<file path="src/core/mode_cfg_pkg.sv">
// Package with register map, field positions, reset values and mode codes
package mode_cfg_pkg;
  // Overview of operation
  // - Mode pins set operating mode; mode 1 is expanded, normal addressing, ROM off.
  // - Modes 2 and 3 keep ROM on; mode 2 advanced, mode 3 normal addressing.
  // - Modes 2 and 3 start single-chip; expansion only after expansion bit written 1.
  // - System control bit 2 picks interrupt edge: 0 falling, 1 rising; resets 0.
  // - System control bit 1 at 0 maps top windows to timer registers; resets 0.
  // - System control bit 1 at 1 maps windows to host and keyboard registers.
  // - System control bit 0 enables on-chip RAM; set to 1 at reset release.
  // - Wait control bit 5 selects width: 0 sixteen bit, 1 eight bit; resets 1.
  // - Wait control bit 4: 0 two-state no wait, 1 three-state waits; resets 1.
  // - Bits 3:2 pick wait mode in three-state: program, none, pin, pin auto.
  // - Internal accesses keep fixed width and states regardless of wait control.
  localparam logic [11:0] mode_ctrl_addr   = 12'h000;
  localparam logic [11:0] sys_ctrl_addr    = 12'h004;
  localparam logic [11:0] wait_ctrl_addr   = 12'h008;
  localparam logic [11:0] status_addr      = 12'h00C;
  localparam int          exp_bit          = 7;
  localparam int          nmi_edge_bit     = 2;
  localparam int          win_sel_bit      = 1;
  localparam int          ram_en_bit       = 0;
  localparam int          bus_width_bit    = 5;
  localparam int          state_cnt_bit    = 4;
  localparam int          wait_mode_lo     = 2;
  localparam logic [7:0]  sys_ctrl_reset   = 8'h01;
  localparam logic [7:0]  wait_ctrl_reset  = 8'h30;
  localparam logic [7:0]  sys_ctrl_mask    = 8'h07;
  localparam logic [7:0]  wait_ctrl_mask   = 8'h3F;
  localparam logic [1:0]  int_states       = 2'h2;
  localparam logic [1:0]  ext_states_short = 2'h2;
  localparam logic [1:0]  ext_states_long  = 2'h3;

  typedef enum logic [1:0] {
    wait_program  = 2'b00,
    wait_none     = 2'b01,
    wait_pin      = 2'b10,
    wait_pin_auto = 2'b11
  } wait_mode_e;

  typedef enum logic [1:0] {
    mode_bad = 2'b00,
    mode_one = 2'b01,
    mode_two = 2'b10,
    mode_three = 2'b11
  } op_mode_e;

  typedef struct packed {
    logic       expanded;
    logic       rom_enable;
    logic       advanced_addr;
    logic       nmi_rising;
    logic       host_window;
    logic       ram_enable;
    logic       ext_bus_8bit;
    logic [1:0] ext_states;
    logic       ext_wait_allowed;
    wait_mode_e ext_wait_mode;
  } sys_cfg_s;
endpackage

</file>
<file path="src/core/mode_decode.sv">
// Decoder from mode pins and expansion bit to operating attributes
`timescale 1ns/1ps
module mode_decode
  import mode_cfg_pkg::*;
(
  input  wire logic [1:0] pins,
  input  wire logic       expand,
  output logic            expanded,
  output logic            rom_enable,
  output logic            advanced_addr,
  output logic            mode_invalid
);
  always_comb begin
    expanded      = 1'b0;
    rom_enable    = 1'b0;
    advanced_addr = 1'b0;
    mode_invalid  = 1'b0;
    case (pins)
      mode_one: begin
        expanded = 1'b1;
      end
      mode_two: begin
        rom_enable    = 1'b1;
        advanced_addr = 1'b1;
        expanded      = expand;
      end
      mode_three: begin
        rom_enable = 1'b1;
        expanded   = expand;
      end
      default: begin
        mode_invalid = 1'b1;
      end
    endcase
  end
endmodule

</file>
<file path="src/core/mode_select_bus_wait_config.sv">
// Mode selection, system control and external wait control register bank
`timescale 1ns/1ps
module mode_select_bus_wait_config
  import mode_cfg_pkg::*;
(
  input  wire logic        ref_clk,
  input  wire logic        nrst,
  input  wire logic        mode_select_pin_high,
  input  wire logic        mode_select_pin_low,
  input  wire logic        ext_access,
  input  wire logic        psel,
  input  wire logic        penable,
  input  wire logic        pwrite,
  input  wire logic [11:0] paddr,
  input  wire logic [31:0] pwdata,
  input  wire logic [3:0]  pstrb,
  output logic [31:0]      prdata,
  output logic             pready,
  output logic             pslverr,
  output sys_cfg_s         cfg,
  output logic             mode_invalid,
  output logic [1:0]       access_width_16,
  output logic [1:0]       access_states
);
  logic       expansion_enable_bit;
  logic [7:0] system_control_register;
  logic [7:0] external_wait_control_register;
  logic       next_expansion_enable_bit;
  logic [7:0] next_system_control_register;
  logic [7:0] next_external_wait_control_register;
  logic [31:0] next_prdata;
  logic       next_pready;
  logic       next_pslverr;
  sys_cfg_s   next_cfg;
  logic       next_mode_invalid;
  logic [1:0] next_access_width_16;
  logic [1:0] next_access_states;
  logic       dec_expanded;
  logic       dec_rom;
  logic       dec_adv;
  logic       dec_bad;
  logic       setup;
  logic       wr;
  logic       mapped;

  mode_decode u_dec (
    .pins          ({mode_select_pin_high, mode_select_pin_low}),
    .expand        (expansion_enable_bit),
    .expanded      (dec_expanded),
    .rom_enable    (dec_rom),
    .advanced_addr (dec_adv),
    .mode_invalid  (dec_bad)
  );

  assign setup  = psel && !penable;
  assign wr     = psel && penable && pready && pwrite && pstrb[0];
  assign mapped = (paddr == mode_ctrl_addr) || (paddr == sys_ctrl_addr) ||
                  (paddr == wait_ctrl_addr) || (paddr == status_addr);

  // Register writes and bus answer
  always_comb begin
    next_expansion_enable_bit           = expansion_enable_bit;
    next_system_control_register        = system_control_register;
    next_external_wait_control_register = external_wait_control_register;
    next_prdata  = prdata;
    next_pready  = 1'b0;
    next_pslverr = 1'b0;
    if (wr && paddr == mode_ctrl_addr) begin
      next_expansion_enable_bit = pwdata[exp_bit];
    end
    if (wr && paddr == sys_ctrl_addr) begin
      next_system_control_register = pwdata[7:0] & sys_ctrl_mask;
    end
    if (wr && paddr == wait_ctrl_addr) begin
      next_external_wait_control_register = pwdata[7:0] & wait_ctrl_mask;
    end
    if (setup) begin
      next_pready  = 1'b1;
      next_pslverr = !mapped;
      case (paddr)
        mode_ctrl_addr: next_prdata = {24'h000000, expansion_enable_bit, 7'h00};
        sys_ctrl_addr:  next_prdata = {24'h000000, system_control_register};
        wait_ctrl_addr: next_prdata = {24'h000000, external_wait_control_register};
        status_addr:    next_prdata = {28'h0000000, dec_bad, mode_select_pin_high,
                                       mode_select_pin_low, dec_expanded};
        default:        next_prdata = 32'h00000000;
      endcase
    end
  end

  always_ff @(posedge ref_clk or negedge nrst) begin
    if (!nrst) begin
      expansion_enable_bit           <= 1'b0;
      system_control_register        <= sys_ctrl_reset;
      external_wait_control_register <= wait_ctrl_reset;
      prdata  <= 32'h00000000;
      pready  <= 1'b0;
      pslverr <= 1'b0;
    end else begin
      expansion_enable_bit           <= next_expansion_enable_bit;
      system_control_register        <= next_system_control_register;
      external_wait_control_register <= next_external_wait_control_register;
      prdata  <= next_prdata;
      pready  <= next_pready;
      pslverr <= next_pslverr;
    end
  end

  // Bus answer checks
  a_ready_after_setup: assert property (
    @(posedge ref_clk) disable iff (!nrst)
    setup |=> pready
  ) else $error("No answer after setup");

  a_ready_one_pulse: assert property (
    @(posedge ref_clk) disable iff (!nrst)
    pready |=> !pready
  ) else $error("Ready held too long");

  a_error_unmapped: assert property (
    @(posedge ref_clk) disable iff (!nrst)
    setup && !mapped |=> pslverr
  ) else $error("Unmapped address not refused");

  a_error_mapped: assert property (
    @(posedge ref_clk) disable iff (!nrst)
    setup && mapped |=> !pslverr
  ) else $error("Mapped address refused");

  a_strobe_ignore: assert property (
    @(posedge ref_clk) disable iff (!nrst)
    psel && penable && pready && pwrite && !pstrb[0]
    |=> $stable(expansion_enable_bit) && $stable(system_control_register)
        && $stable(external_wait_control_register)
  ) else $error("Write without byte strobe landed");

  a_mode_read_back: assert property (
    @(posedge ref_clk) disable iff (!nrst)
    setup && paddr == mode_ctrl_addr
    |=> prdata == {24'h000000, $past(expansion_enable_bit), 7'h00}
  ) else $error("Mode control read wrong");

  a_sys_read_back: assert property (
    @(posedge ref_clk) disable iff (!nrst)
    setup && paddr == sys_ctrl_addr
    |=> prdata == {24'h000000, $past(system_control_register)}
  ) else $error("System control read wrong");

  a_wait_read_back: assert property (
    @(posedge ref_clk) disable iff (!nrst)
    setup && paddr == wait_ctrl_addr
    |=> prdata == {24'h000000, $past(external_wait_control_register)}
  ) else $error("Wait control read wrong");

  a_status_upper: assert property (
    @(posedge ref_clk) disable iff (!nrst)
    setup && paddr == status_addr |=> prdata[31:4] == 28'h0000000
  ) else $error("Status upper bits set");

  // Configuration outputs
  always_comb begin
    next_cfg.expanded         = dec_expanded;
    next_cfg.rom_enable       = dec_rom;
    next_cfg.advanced_addr    = dec_adv;
    next_cfg.nmi_rising       = system_control_register[nmi_edge_bit];
    next_cfg.host_window      = system_control_register[win_sel_bit];
    next_cfg.ram_enable       = system_control_register[ram_en_bit];
    next_cfg.ext_bus_8bit     = external_wait_control_register[bus_width_bit];
    next_cfg.ext_wait_allowed = external_wait_control_register[state_cnt_bit];
    next_cfg.ext_states       = external_wait_control_register[state_cnt_bit] ?
                                ext_states_long : ext_states_short;
    next_cfg.ext_wait_mode    = external_wait_control_register[state_cnt_bit] ?
                                wait_mode_e'(external_wait_control_register[3:2]) :
                                wait_none;
    next_mode_invalid = dec_bad;
    if (ext_access) begin
      next_access_width_16 = external_wait_control_register[bus_width_bit] ? 2'h1 : 2'h2;
      next_access_states   = next_cfg.ext_states;
    end else begin
      next_access_width_16 = 2'h2;
      next_access_states   = int_states;
    end
  end

  always_ff @(posedge ref_clk or negedge nrst) begin
    if (!nrst) begin
      cfg             <= '0;
      mode_invalid    <= 1'b0;
      access_width_16 <= 2'h0;
      access_states   <= 2'h0;
    end else begin
      cfg             <= next_cfg;
      mode_invalid    <= next_mode_invalid;
      access_width_16 <= next_access_width_16;
      access_states   <= next_access_states;
    end
  end

  // Reset value checks
  a_ram_reset_on: assert property (
    @(posedge ref_clk)
    $rose(nrst) |-> ##1 cfg.ram_enable
  ) else $error("RAM not enabled after reset");

  a_wait_reset_val: assert property (
    @(posedge ref_clk)
    $rose(nrst) |-> ##1 (cfg.ext_bus_8bit && cfg.ext_wait_allowed && !cfg.nmi_rising
    && !cfg.host_window)
  ) else $error("Bad control values after reset");

  a_single_chip_start: assert property (
    @(posedge ref_clk)
    $rose(nrst) && mode_select_pin_high |-> ##1 !cfg.expanded
  ) else $error("Expanded straight after reset");

  // Mode checks
  a_mode_one_rom: assert property (
    @(posedge ref_clk) disable iff (!nrst)
    !mode_select_pin_high && mode_select_pin_low |=> cfg.expanded && !cfg.rom_enable
  ) else $error("Mode one attributes wrong");

  a_mode_two_adv: assert property (
    @(posedge ref_clk) disable iff (!nrst)
    mode_select_pin_high
    |=> cfg.rom_enable && cfg.advanced_addr == !$past(mode_select_pin_low)
  ) else $error("Mode two or three wrong");

  a_mode_valid_flag: assert property (
    @(posedge ref_clk) disable iff (!nrst)
    mode_select_pin_high || mode_select_pin_low |=> !mode_invalid
  ) else $error("Valid mode flagged invalid");

  a_expand_write: assert property (
    @(posedge ref_clk) disable iff (!nrst)
    wr && paddr == mode_ctrl_addr && pwdata[exp_bit] && mode_select_pin_high
    |-> ##2 cfg.expanded
  ) else $error("Expansion not entered");

  a_expand_clear: assert property (
    @(posedge ref_clk) disable iff (!nrst)
    wr && paddr == mode_ctrl_addr && !pwdata[exp_bit] && mode_select_pin_high
    |-> ##2 !cfg.expanded
  ) else $error("Expansion not left");

  // System control checks
  a_sys_write_use: assert property (
    @(posedge ref_clk) disable iff (!nrst)
    wr && paddr == sys_ctrl_addr
    |-> ##2 (cfg.nmi_rising == $past(pwdata[nmi_edge_bit], 2)
    && cfg.host_window == $past(pwdata[win_sel_bit], 2))
  ) else $error("System bits not applied");

  a_timer_window: assert property (
    @(posedge ref_clk) disable iff (!nrst)
    wr && paddr == sys_ctrl_addr && !pwdata[win_sel_bit] |-> ##2 !cfg.host_window
  ) else $error("Timer window not selected");

  a_host_window_on: assert property (
    @(posedge ref_clk) disable iff (!nrst)
    wr && paddr == sys_ctrl_addr && pwdata[win_sel_bit] |-> ##2 cfg.host_window
  ) else $error("Host window not selected");

  a_ram_write: assert property (
    @(posedge ref_clk) disable iff (!nrst)
    wr && paddr == sys_ctrl_addr
    |-> ##2 cfg.ram_enable == $past(pwdata[ram_en_bit], 2)
  ) else $error("RAM enable not applied");

  // Wait control checks
  a_reserved_zero: assert property (
    @(posedge ref_clk) disable iff (!nrst)
    external_wait_control_register[7:6] == 2'b00
  ) else $error("Reserved bits set");

  a_wait_write: assert property (
    @(posedge ref_clk) disable iff (!nrst)
    wr && paddr == wait_ctrl_addr
    |-> ##2 cfg.ext_bus_8bit == $past(pwdata[bus_width_bit], 2)
  ) else $error("Bus width not applied");

  a_width_sel: assert property (
    @(posedge ref_clk) disable iff (!nrst)
    ext_access |=> access_width_16 ==
    ($past(external_wait_control_register[bus_width_bit]) ? 2'h1 : 2'h2)
  ) else $error("Width wrong");

  a_short_no_wait: assert property (
    @(posedge ref_clk) disable iff (!nrst)
    !external_wait_control_register[state_cnt_bit]
    |=> cfg.ext_states == ext_states_short && cfg.ext_wait_mode == wait_none
  ) else $error("Two-state waits");

  a_long_states: assert property (
    @(posedge ref_clk) disable iff (!nrst)
    external_wait_control_register[state_cnt_bit]
    |=> cfg.ext_states == ext_states_long && cfg.ext_wait_allowed
  ) else $error("Three-state access not set");

  a_ext_states_out: assert property (
    @(posedge ref_clk) disable iff (!nrst)
    ext_access |=> access_states == cfg.ext_states
  ) else $error("External states wrong");

  a_wait_mode_sel: assert property (
    @(posedge ref_clk) disable iff (!nrst)
    external_wait_control_register[state_cnt_bit]
    |=> cfg.ext_wait_mode == $past(external_wait_control_register[3:2])
  ) else $error("Wait mode wrong");

  a_internal_fixed: assert property (
    @(posedge ref_clk) disable iff (!nrst)
    !ext_access |=> access_states == int_states && access_width_16 == 2'h2
  ) else $error("Internal access altered");
endmodule

</file>
<file path="config.mk">
export PLATFORM = sky130hd
export DESIGN_NAME = mode_select_bus_wait_config
export DESIGN_NICKNAME = d
export VERILOG_FILES = /design/src/core/mode_cfg_pkg.sv /design/src/core/mode_decode.sv /design/src/core/mode_select_bus_wait_config.sv
export SDC_FILE = /design/constraint.sdc
export NUM_CORES = 1
export LEC_CHECK = 0
export BUFFER_PORTS_ARGS = -buffer_cell sky130_fd_sc_hd__clkbuf_2
export CAP_MARGIN = 20
export CORE_MARGIN = 4
export CORE_UTILIZATION = 44
export DETAILED_ROUTE_END_ITERATION = 8
export PLACE_DENSITY = 0.84
export SKIP_LAST_GASP = 1
export SYNTH_ARGS = -nofsm -noshare
export SYNTH_HDL_FRONTEND = slang
export SYNTH_SLANG_ARGS = --single-unit
export TNS_END_PERCENT = 10
</file>
<file path="constraint.sdc">
create_clock -name ref_clk -period 4.15 [get_ports ref_clk]
set_input_delay 1.0375 -clock ref_clk [delete_from_list [all_inputs] [get_ports ref_clk]]
set_output_delay 1.0375 -clock ref_clk [all_outputs]
set_load 0.1 [all_outputs]
</file>
==> reports/results.ini, run 1 <==
[run_status]
status=finished clean

[sta]
finalSetupTns_ps=0
final_period_util_pct=58.7
worst_slack_ps=1710
worst_slew_pin_slew_ps=791
hold_slack_ps=418
rsz0062_at_grt=false
final.setup_skew_ps=4.18
max_slew_margin_pct=47.2
final_hold_viol_count=0
setup_viol_count_final=0
fmax_achieved_mhz=410
post-route-min-period_ps=2440
final_max_slew_viol_count=0

[detailed_routing]
num_vias=1027
wl_per_cell_um=13.1
initialDrtViolationCount=65
vias_per_cell=4.61
drt.antenna.violating_nets=0
detail_route.wirelength_um=2930
drc=0
detailedRoute.firstPassIterationCount=4

[global_routing]
largest_net_degree_at_the_start_of_global_routing=35
grt.busiest_layer=met2
grt.met1_usage_pct=16.0
met2_usage_pct=24.5
grt_pass1_vias=1019
antenna_found_initial=0
track_usage_pct=14.0
grt_util_met3_pct=4.99
grt_pass1_wl_um=4640
grt-ovfl-total=0

[cells_and_area]
synthToLayoutAreaGrowth_pct=15.9
final_design_area_no_fill_um2=1800
final_layout_size_suffix_gt1_share_pct=42.4
finalNetCount=232
antenna_diodes=0

[floorplan]
ioPinCount=107
dieHeight_um=67.3
die_area_um2=4530
row_count=21
floorplan.initialDensity_pct=46.1
coreArea_um2=3360
die_width_um=67.3

[placed_design]
place.port_buffers=53
hpwlAfterDp_um=2310
placer_s_final_routability_congestion_estimate=0.735
place_ws_ps=1360
detailed_place.area_um2=1740

[cts]
cts_num_sinks=34
post_cts_resize_count=0
cts-htree-levels=2
cts_root_buf=clkbuf_4
clk_transition_reported_paths_ps=90
cts-root-to-sink-buffers=2
clock_insertion_delay_worst_skew_ps=330
cts_tree=yes
cts_made_buffers=5
hold_buffers=0
cts_post_setup_buffers_inserted=0

[power_and_ir_drop]
powerDensity_nw_per_um2=383
vdd_ir_drop_max_uv=177
post-layout-total-power_w=0.000688
cellLeakagePower_nw=0.982

[flow_run]
drv.max_cap_violation_count=0

[critical_path]
kind_of_capture_point_of_the_worst_setup_path=flop
worst-endpoint-arrival_ps=2650
timing.setup.critical_path_class=input pin to flop
critPathMaxStageDelay_ps=620
critical_path.slowest_cell=or3_1
cp_max_fo=9
worst-path-buf-inv=1
timing.critical_path.max_delay_family=simple AND/OR/NAND/NOR gates
critPathLaunchType=input pin
critical_path_required_ps=4370
cells_along_the_critical_path=clkbuf_2 > nor4_4 > nand3_2 > or3_1 > mux2_4

[synth]
yosys_warnings=0
post-synth-top-area-fraction_pct=50.1
number_of_synthesized_register_bits=34
synthesis.area_per_instance_um2=12.5
netlist_top_cells_area=dfrtp_1 50%, buf_4 14%, mux2_4 5.8%
postSynthCellCount=124
synth_enable_flop_cells=0
seq_area_frac_synth_pct=55.2
synth_cell_types=32
asyncSetResetFlopFracSynth_pct=100
postSynth.topFlopCell=dfrtp_1
synthesis.area_um2=1550
synth_area_leader_cell=dfrtp_1

[worst_hold_path]
worstHoldPathType=flop to flop

[cells in the final DEF (no fill, tap or decap), types with 2 or more instances in the layout]
cell,count
dfrtp_1,31
nand2b_1,2
a221o_1,2
mux2_2,2
mux2_4,6
nor2_1,5
nor4_4,2
nor4_1,3
nand2_1,6
a22o_1,2
clkbuf_2,53
nor2b_1,2
dfstp_2,3
and2_1,2
mux2_1,4
nand3_1,2
conb_1,26
mux2i_1,2
clkbuf_4,5
inv_1,3
[state kept, by name, indices dropped and copies added, names as in the netlist]
signal	flops
access_states	2
access_width_16	2
cfg	10
expansion_enable_bit	1
external_wait_control_register	6
mode_invalid	1
prdata	7
pready	1
pslverr	1
system_control_register	3
[routing by layer]
metal	up-vias	wire [um]
li1	472	-
met1	486	1150
met2	67	1410
met3	2	367
met4	0	4
met5	-	0
[worst paths after layout]
kind | start | end | slack, ps | cells past startpoint
max in group asynchronous | nrst | external_wait_control_register[1] | 2880 | 1
min | system_control_register[0] | cfg[6] | 420 | 0
max reg2reg | pready | system_control_register[1] | 2580 | 4
min in group asynchronous | nrst | prdata[2] | 770 | 1
min reg2reg | system_control_register[0] | cfg[6] | 420 | 0
max | paddr[5] | external_wait_control_register[3] | 1710 | 5
[worst register-to-register path, delay by kind of cell (launching register included)]
| kind | cells | cell delay, ps |
|---|---|---|
| and+or+nand+nor | 3 | 720 |
| DFF | 1 | 380 |
| muxes | 1 | 370 |
[synth_stat cells (3+ instances only)]
master / count
dfrtp_1: 31
buf_4: 28
mux2_4: 6
nand2_1: 6
nor2_1: 5
mux2_1: 4
clkbuf_1: 3
dfstp_2: 3
inv_1: 3
nor4_1: 3
[cells by family (layout without fill, tap and decap cells)]
| logic type | count (synthesis) | count (layout) | share of synthesized area (%) |
|---|---|---|---|
| AO/OA/AOI/OAI | 9 | 9 | 4.69 |
| buffers and inverters | 35 | 64 | 15.3 |
| flip-flops | 34 | 34 | 55.2 |
| multiplexers | 14 | 14 | 11.5 |
| other | 2 | 26 | 0.485 |
| AND/OR/NAND/NOR | 30 | 30 | 12.8 |
[metrics by stage]
step / utilization (%) / cells
after floorplan: - / 148
final: 53.4 / 223
after global placement: 51.6 / 215
after global routing: 53.4 / 223
after detailed placement: 51.6 / 215
after CTS: 53.4 / 223
[final cells by class]
class                           instances  area (um^2)
Clock inverter                          1         5.00
Inverter                                3         11.3
Multi-Input combinational cell         79          547
Sequential cell                        34          855
Tap cell                               46         57.6
Clock buffer                            7         55.1
Fill cell                             317         1570
Timing Repair Buffer                   53          265
[power by group]
| group | leakage (nW) | total (W) | switching, W | internal (W) |
|---|---|---|---|---|
| logic | 0.503 | 0.000168 | 0.000152 | 0.0000168 |
| clock network | 0.0353 | 0.000184 | 0.000102 | 0.0000820 |
| registers | 0.444 | 0.000336 | 0.00000135 | 0.000335 |
| total | 0.982 | 0.000688 | 0.000255 | 0.000433 |
No activity file was read; power rests on OpenSTA's default activity.
==> inputs of run 2 (changes only) <==
--- a/config.mk
+++ b/config.mk
@@ -5,12 +5,13 @@
 export SDC_FILE = /design/constraint.sdc
 export NUM_CORES = 1
 export LEC_CHECK = 0
+export ABC_AREA = 1
 export BUFFER_PORTS_ARGS = -buffer_cell sky130_fd_sc_hd__clkbuf_2
 export CAP_MARGIN = 20
 export CORE_MARGIN = 4
-export CORE_UTILIZATION = 44
+export CORE_UTILIZATION = 42
 export DETAILED_ROUTE_END_ITERATION = 8
-export PLACE_DENSITY = 0.84
+export PLACE_DENSITY = 0.79
 export SKIP_LAST_GASP = 1
 export SYNTH_ARGS = -nofsm -noshare
 export SYNTH_HDL_FRONTEND = slang
==> constraint.sdc (replaced) <==
create_clock -name ref_clk -period 2.4 [get_ports ref_clk]
set_input_delay 0.6 -clock ref_clk [delete_from_list [all_inputs] [get_ports ref_clk]]
set_output_delay 0.6 -clock ref_clk [all_outputs]
set_load 0.1 [all_outputs]
==> run 2 against run 1 <==
Against the previous run:
- wire length increased by 1.9%
- sequential share of layout area decreased by 3.1 points
- largest cell class unchanged
- clock skew down 0.72 ps
- critical endpoint is now pready
==> reports/results.ini, run 2 <==
[power_and_ir_drop]
cellLeakagePower_nw=1.09  ; +11%
powerDensity_nw_per_um2=720  ; +88%
vdd_ir_drop_max_uv=221  ; +24%
post-layout-total-power_w=0.00138  ; +100%

[synth]
postSynthCellCount=173  ; +40%
synth_area_leader_cell=dfrtp_1
yosys_warnings=0  ; unchanged
synthesis.area_per_instance_um2=9.44  ; -24%
netlist_top_cells_area=dfrtp_1 48%, buf_4 12%, nand2_1 8.3%
synthesis.area_um2=1630  ; +5.4%
seq_area_frac_synth_pct=52.3  ; -2.8 points
netlist_top_cells_count=36 x nand2_1, 31 x dfrtp_1, 27 x buf_4, 16 x inv_1, 14 x nand3_1
synth_enable_flop_cells=0  ; unchanged
postSynth.topFlopCell=dfrtp_1
number_of_synthesized_register_bits=34  ; unchanged
post-synth-top-area-fraction_pct=47.5  ; -2.6 points
asyncSetResetFlopFracSynth_pct=100  ; unchanged
synth_cell_types=27  ; -16%
yosys.cell_count.top_type=nand2_1

[critical_path]
reg2regPathDepth=5  ; +1
worst-endpoint-arrival_ps=1130  ; -1520 ps
critical_path_required_ps=1800  ; -2570 ps
cells_along_the_critical_path=clkbuf_2
worst-path-buf-inv=1  ; unchanged
critical_path.slowest_cell=clkbuf_2
critPathLaunchType=flop
timing.setup.critical_path_class=flop to output port
reg2reg_to=external_wait_control_register[0]
timing.critical_path.max_delay_family=buffers and inverters
reg2reg_from=pready
critPathMaxStageDelay_ps=470  ; -150 ps
r2r_setup_slack_ps=990  ; -1590 ps
kind_of_capture_point_of_the_worst_setup_path=output port
cp_max_fo=2  ; -7

[cells_and_area]
regMostFlops=cfg
antenna_diodes=0  ; unchanged
finalNetCount=282  ; +22%
final_design_area_no_fill_um2=1920  ; +6.9%
largestRegisters=cfg: 10 flops, prdata: 7 flops, external_wait_control_register: 6 flops
highest_count_cells_in_the_layout_ignoring_fill_and_taps=53 x clkbuf_2, 36 x nand2_1, 31 x dfrtp_1, 26 x conb_1, 16 x inv_1
largest_reg_flops=10  ; unchanged
layout_commonest_cell=clkbuf_2
final_layout_size_suffix_gt1_share_pct=37.9  ; -4.5 points
utilization_pct=51.6  ; -1.7 points
synthToLayoutAreaGrowth_pct=17.5

[sta]
finalSetupTns_ps=0  ; unchanged
post-route-min-period_ps=1730
final_period_util_pct=71.9
worst_slack_ps=674  ; -1040 ps
rsz0062_at_grt=false
final.setup_skew_ps=3.45  ; -0.722 ps
fmax_achieved_mhz=579
final_hold_viol_count=0  ; unchanged
final_max_slew_viol_count=0  ; unchanged
max_slew_margin_pct=47.0  ; -0.23 points
setup_viol_count_final=0  ; unchanged
worst_slew_pin_slew_ps=795  ; +3.40 ps

[floorplan]
row_count=22  ; +4.8%
die_area_um2=4950  ; +9.2%
ioPinCount=107  ; unchanged
floorplan.initialDensity_pct=43.9  ; -2.1 points
coreArea_um2=3720  ; +10%
die_width_um=70.4  ; +4.5%
dieHeight_um=70.4  ; +4.5%

[worst_hold_path]
worstHoldPathType=input pin to async pin

[cts]
cts-root-to-sink-buffers=2  ; unchanged
cts-htree-levels=2  ; unchanged
hold_buffers=0  ; unchanged
post_cts_resize_count=0  ; unchanged
clock_insertion_delay_worst_skew_ps=280  ; -50 ps
clk_transition_reported_paths_ps=70  ; -20 ps
cts_post_setup_buffers_inserted=0  ; unchanged
cts_tree=yes
cts_root_buf=clkbuf_8
cts_num_sinks=34  ; unchanged
cts_made_buffers=5  ; unchanged

[global_routing]
track_usage_pct=12.4  ; -1.6 points
grt-ovfl-total=0  ; unchanged
grt_pass1_wl_um=4790  ; +3.1%
antenna_found_initial=0  ; unchanged
largest_net_degree_at_the_start_of_global_routing=35  ; unchanged
grt_pass1_vias=1082  ; +6.2%

[detailed_routing]
met3RoutedLength_um=265  ; -28%
detail_route.wirelength_um=2990  ; +1.9%
dr_wl_met2_um=1500  ; +5.9%
detailedRoute.firstPassIterationCount=4  ; unchanged
drc=0  ; unchanged
top_layer_used=met4
detail_route.wirelength.met1_um=1180  ; +3.2%
wl_per_cell_um=10.9  ; -17%
drt.antenna.violating_nets=0  ; unchanged
vias_per_cell=4.24  ; -7.9%
initialDrtViolationCount=70  ; +7.7%
num_vias=1166  ; +14%

[placed_design]
place.port_buffers=53  ; unchanged
detailed_place.area_um2=1810  ; +4.3%
place_ws_ps=588  ; -775 ps
hpwlAfterDp_um=2400  ; +4.0%
placer_s_final_routability_congestion_estimate=0.776  ; +5.6%

[flow_run]
drv.max_cap_violation_count=0  ; unchanged

[run_status]
status=finished clean

-- run 2: cell count changes after synthesis, moves of 4 or more --
cell	change
o21ai_2	+5
o21ai_1	+4
mux2_1	-4
inv_1	+13
nand3_1	+12
nand2_1	+30
nor2_1	+4
mux2_4	-6
nor2_2	+5
-- run 2: report_power, final --
| group | internal (W) | total (W) | switching [W] |
|---|---|---|---|
| clock network | 0.000305 | 0.000501 | 0.000196 |
| logic | 0.0000273 | 0.000298 | 0.000271 |
| registers | 0.000580 | 0.000583 | 0.00000261 |
-- run 2: cells by family (layout without fill, tap and decap cells) --
| family | Yosys count | count (layout) | synth area share (%) |
|---|---|---|---|
| DFF | 34 | 34 | 52.3 |
| buffers and inverters | 48 | 78 | 18.5 |
| AOI/OAI and AO/OA | 15 | 15 | 6.59 |
| other | 2 | 26 | 0.460 |
| and+or+nand+nor | 74 | 74 | 22.1 |
-- run 2: metrics by stage --
step	hold slack [ps]	std cells
floorplan	304	197
finish	389	275
detailed placement	406	267
global route	425	275
global placement	405	267
CTS	411	275
-- run 2: per-layer routing --
metal  track usage, %  vias to the layer above
li1                 -                      590
met1             14.7                      530
met2             20.0                       40
met3             5.32                        6
met4             4.47                        0
met5                0                        -
-- run 2: how the worst max path moves through the flow --
| stage | start | slack (ps) | depth (start not counted) | end |
|---|---|---|---|---|
| global route | pready | 620 | 1 | pready |
| finish | pready | 670 | 1 | pready |
| CTS | pready | 650 | 1 | pready |
| global placement | paddr[7] | 620 | 7 | external_wait_control_register[1] |
| floorplan | cfg[3] | 480 | 1 | cfg[3] |
| detailed placement | paddr[7] | 590 | 7 | external_wait_control_register[1] |
-- run 2: area by class of cell --
cell class	instances	area [um^2]
Fill cell	366	1800
Sequential cell	34	855
Multi-Input combinational cell	115	567
Timing Repair Buffer	53	265
Clock buffer	5	68.8
Inverter	17	63.8
Tap cell	48	60.1
Clock inverter	3	40.0
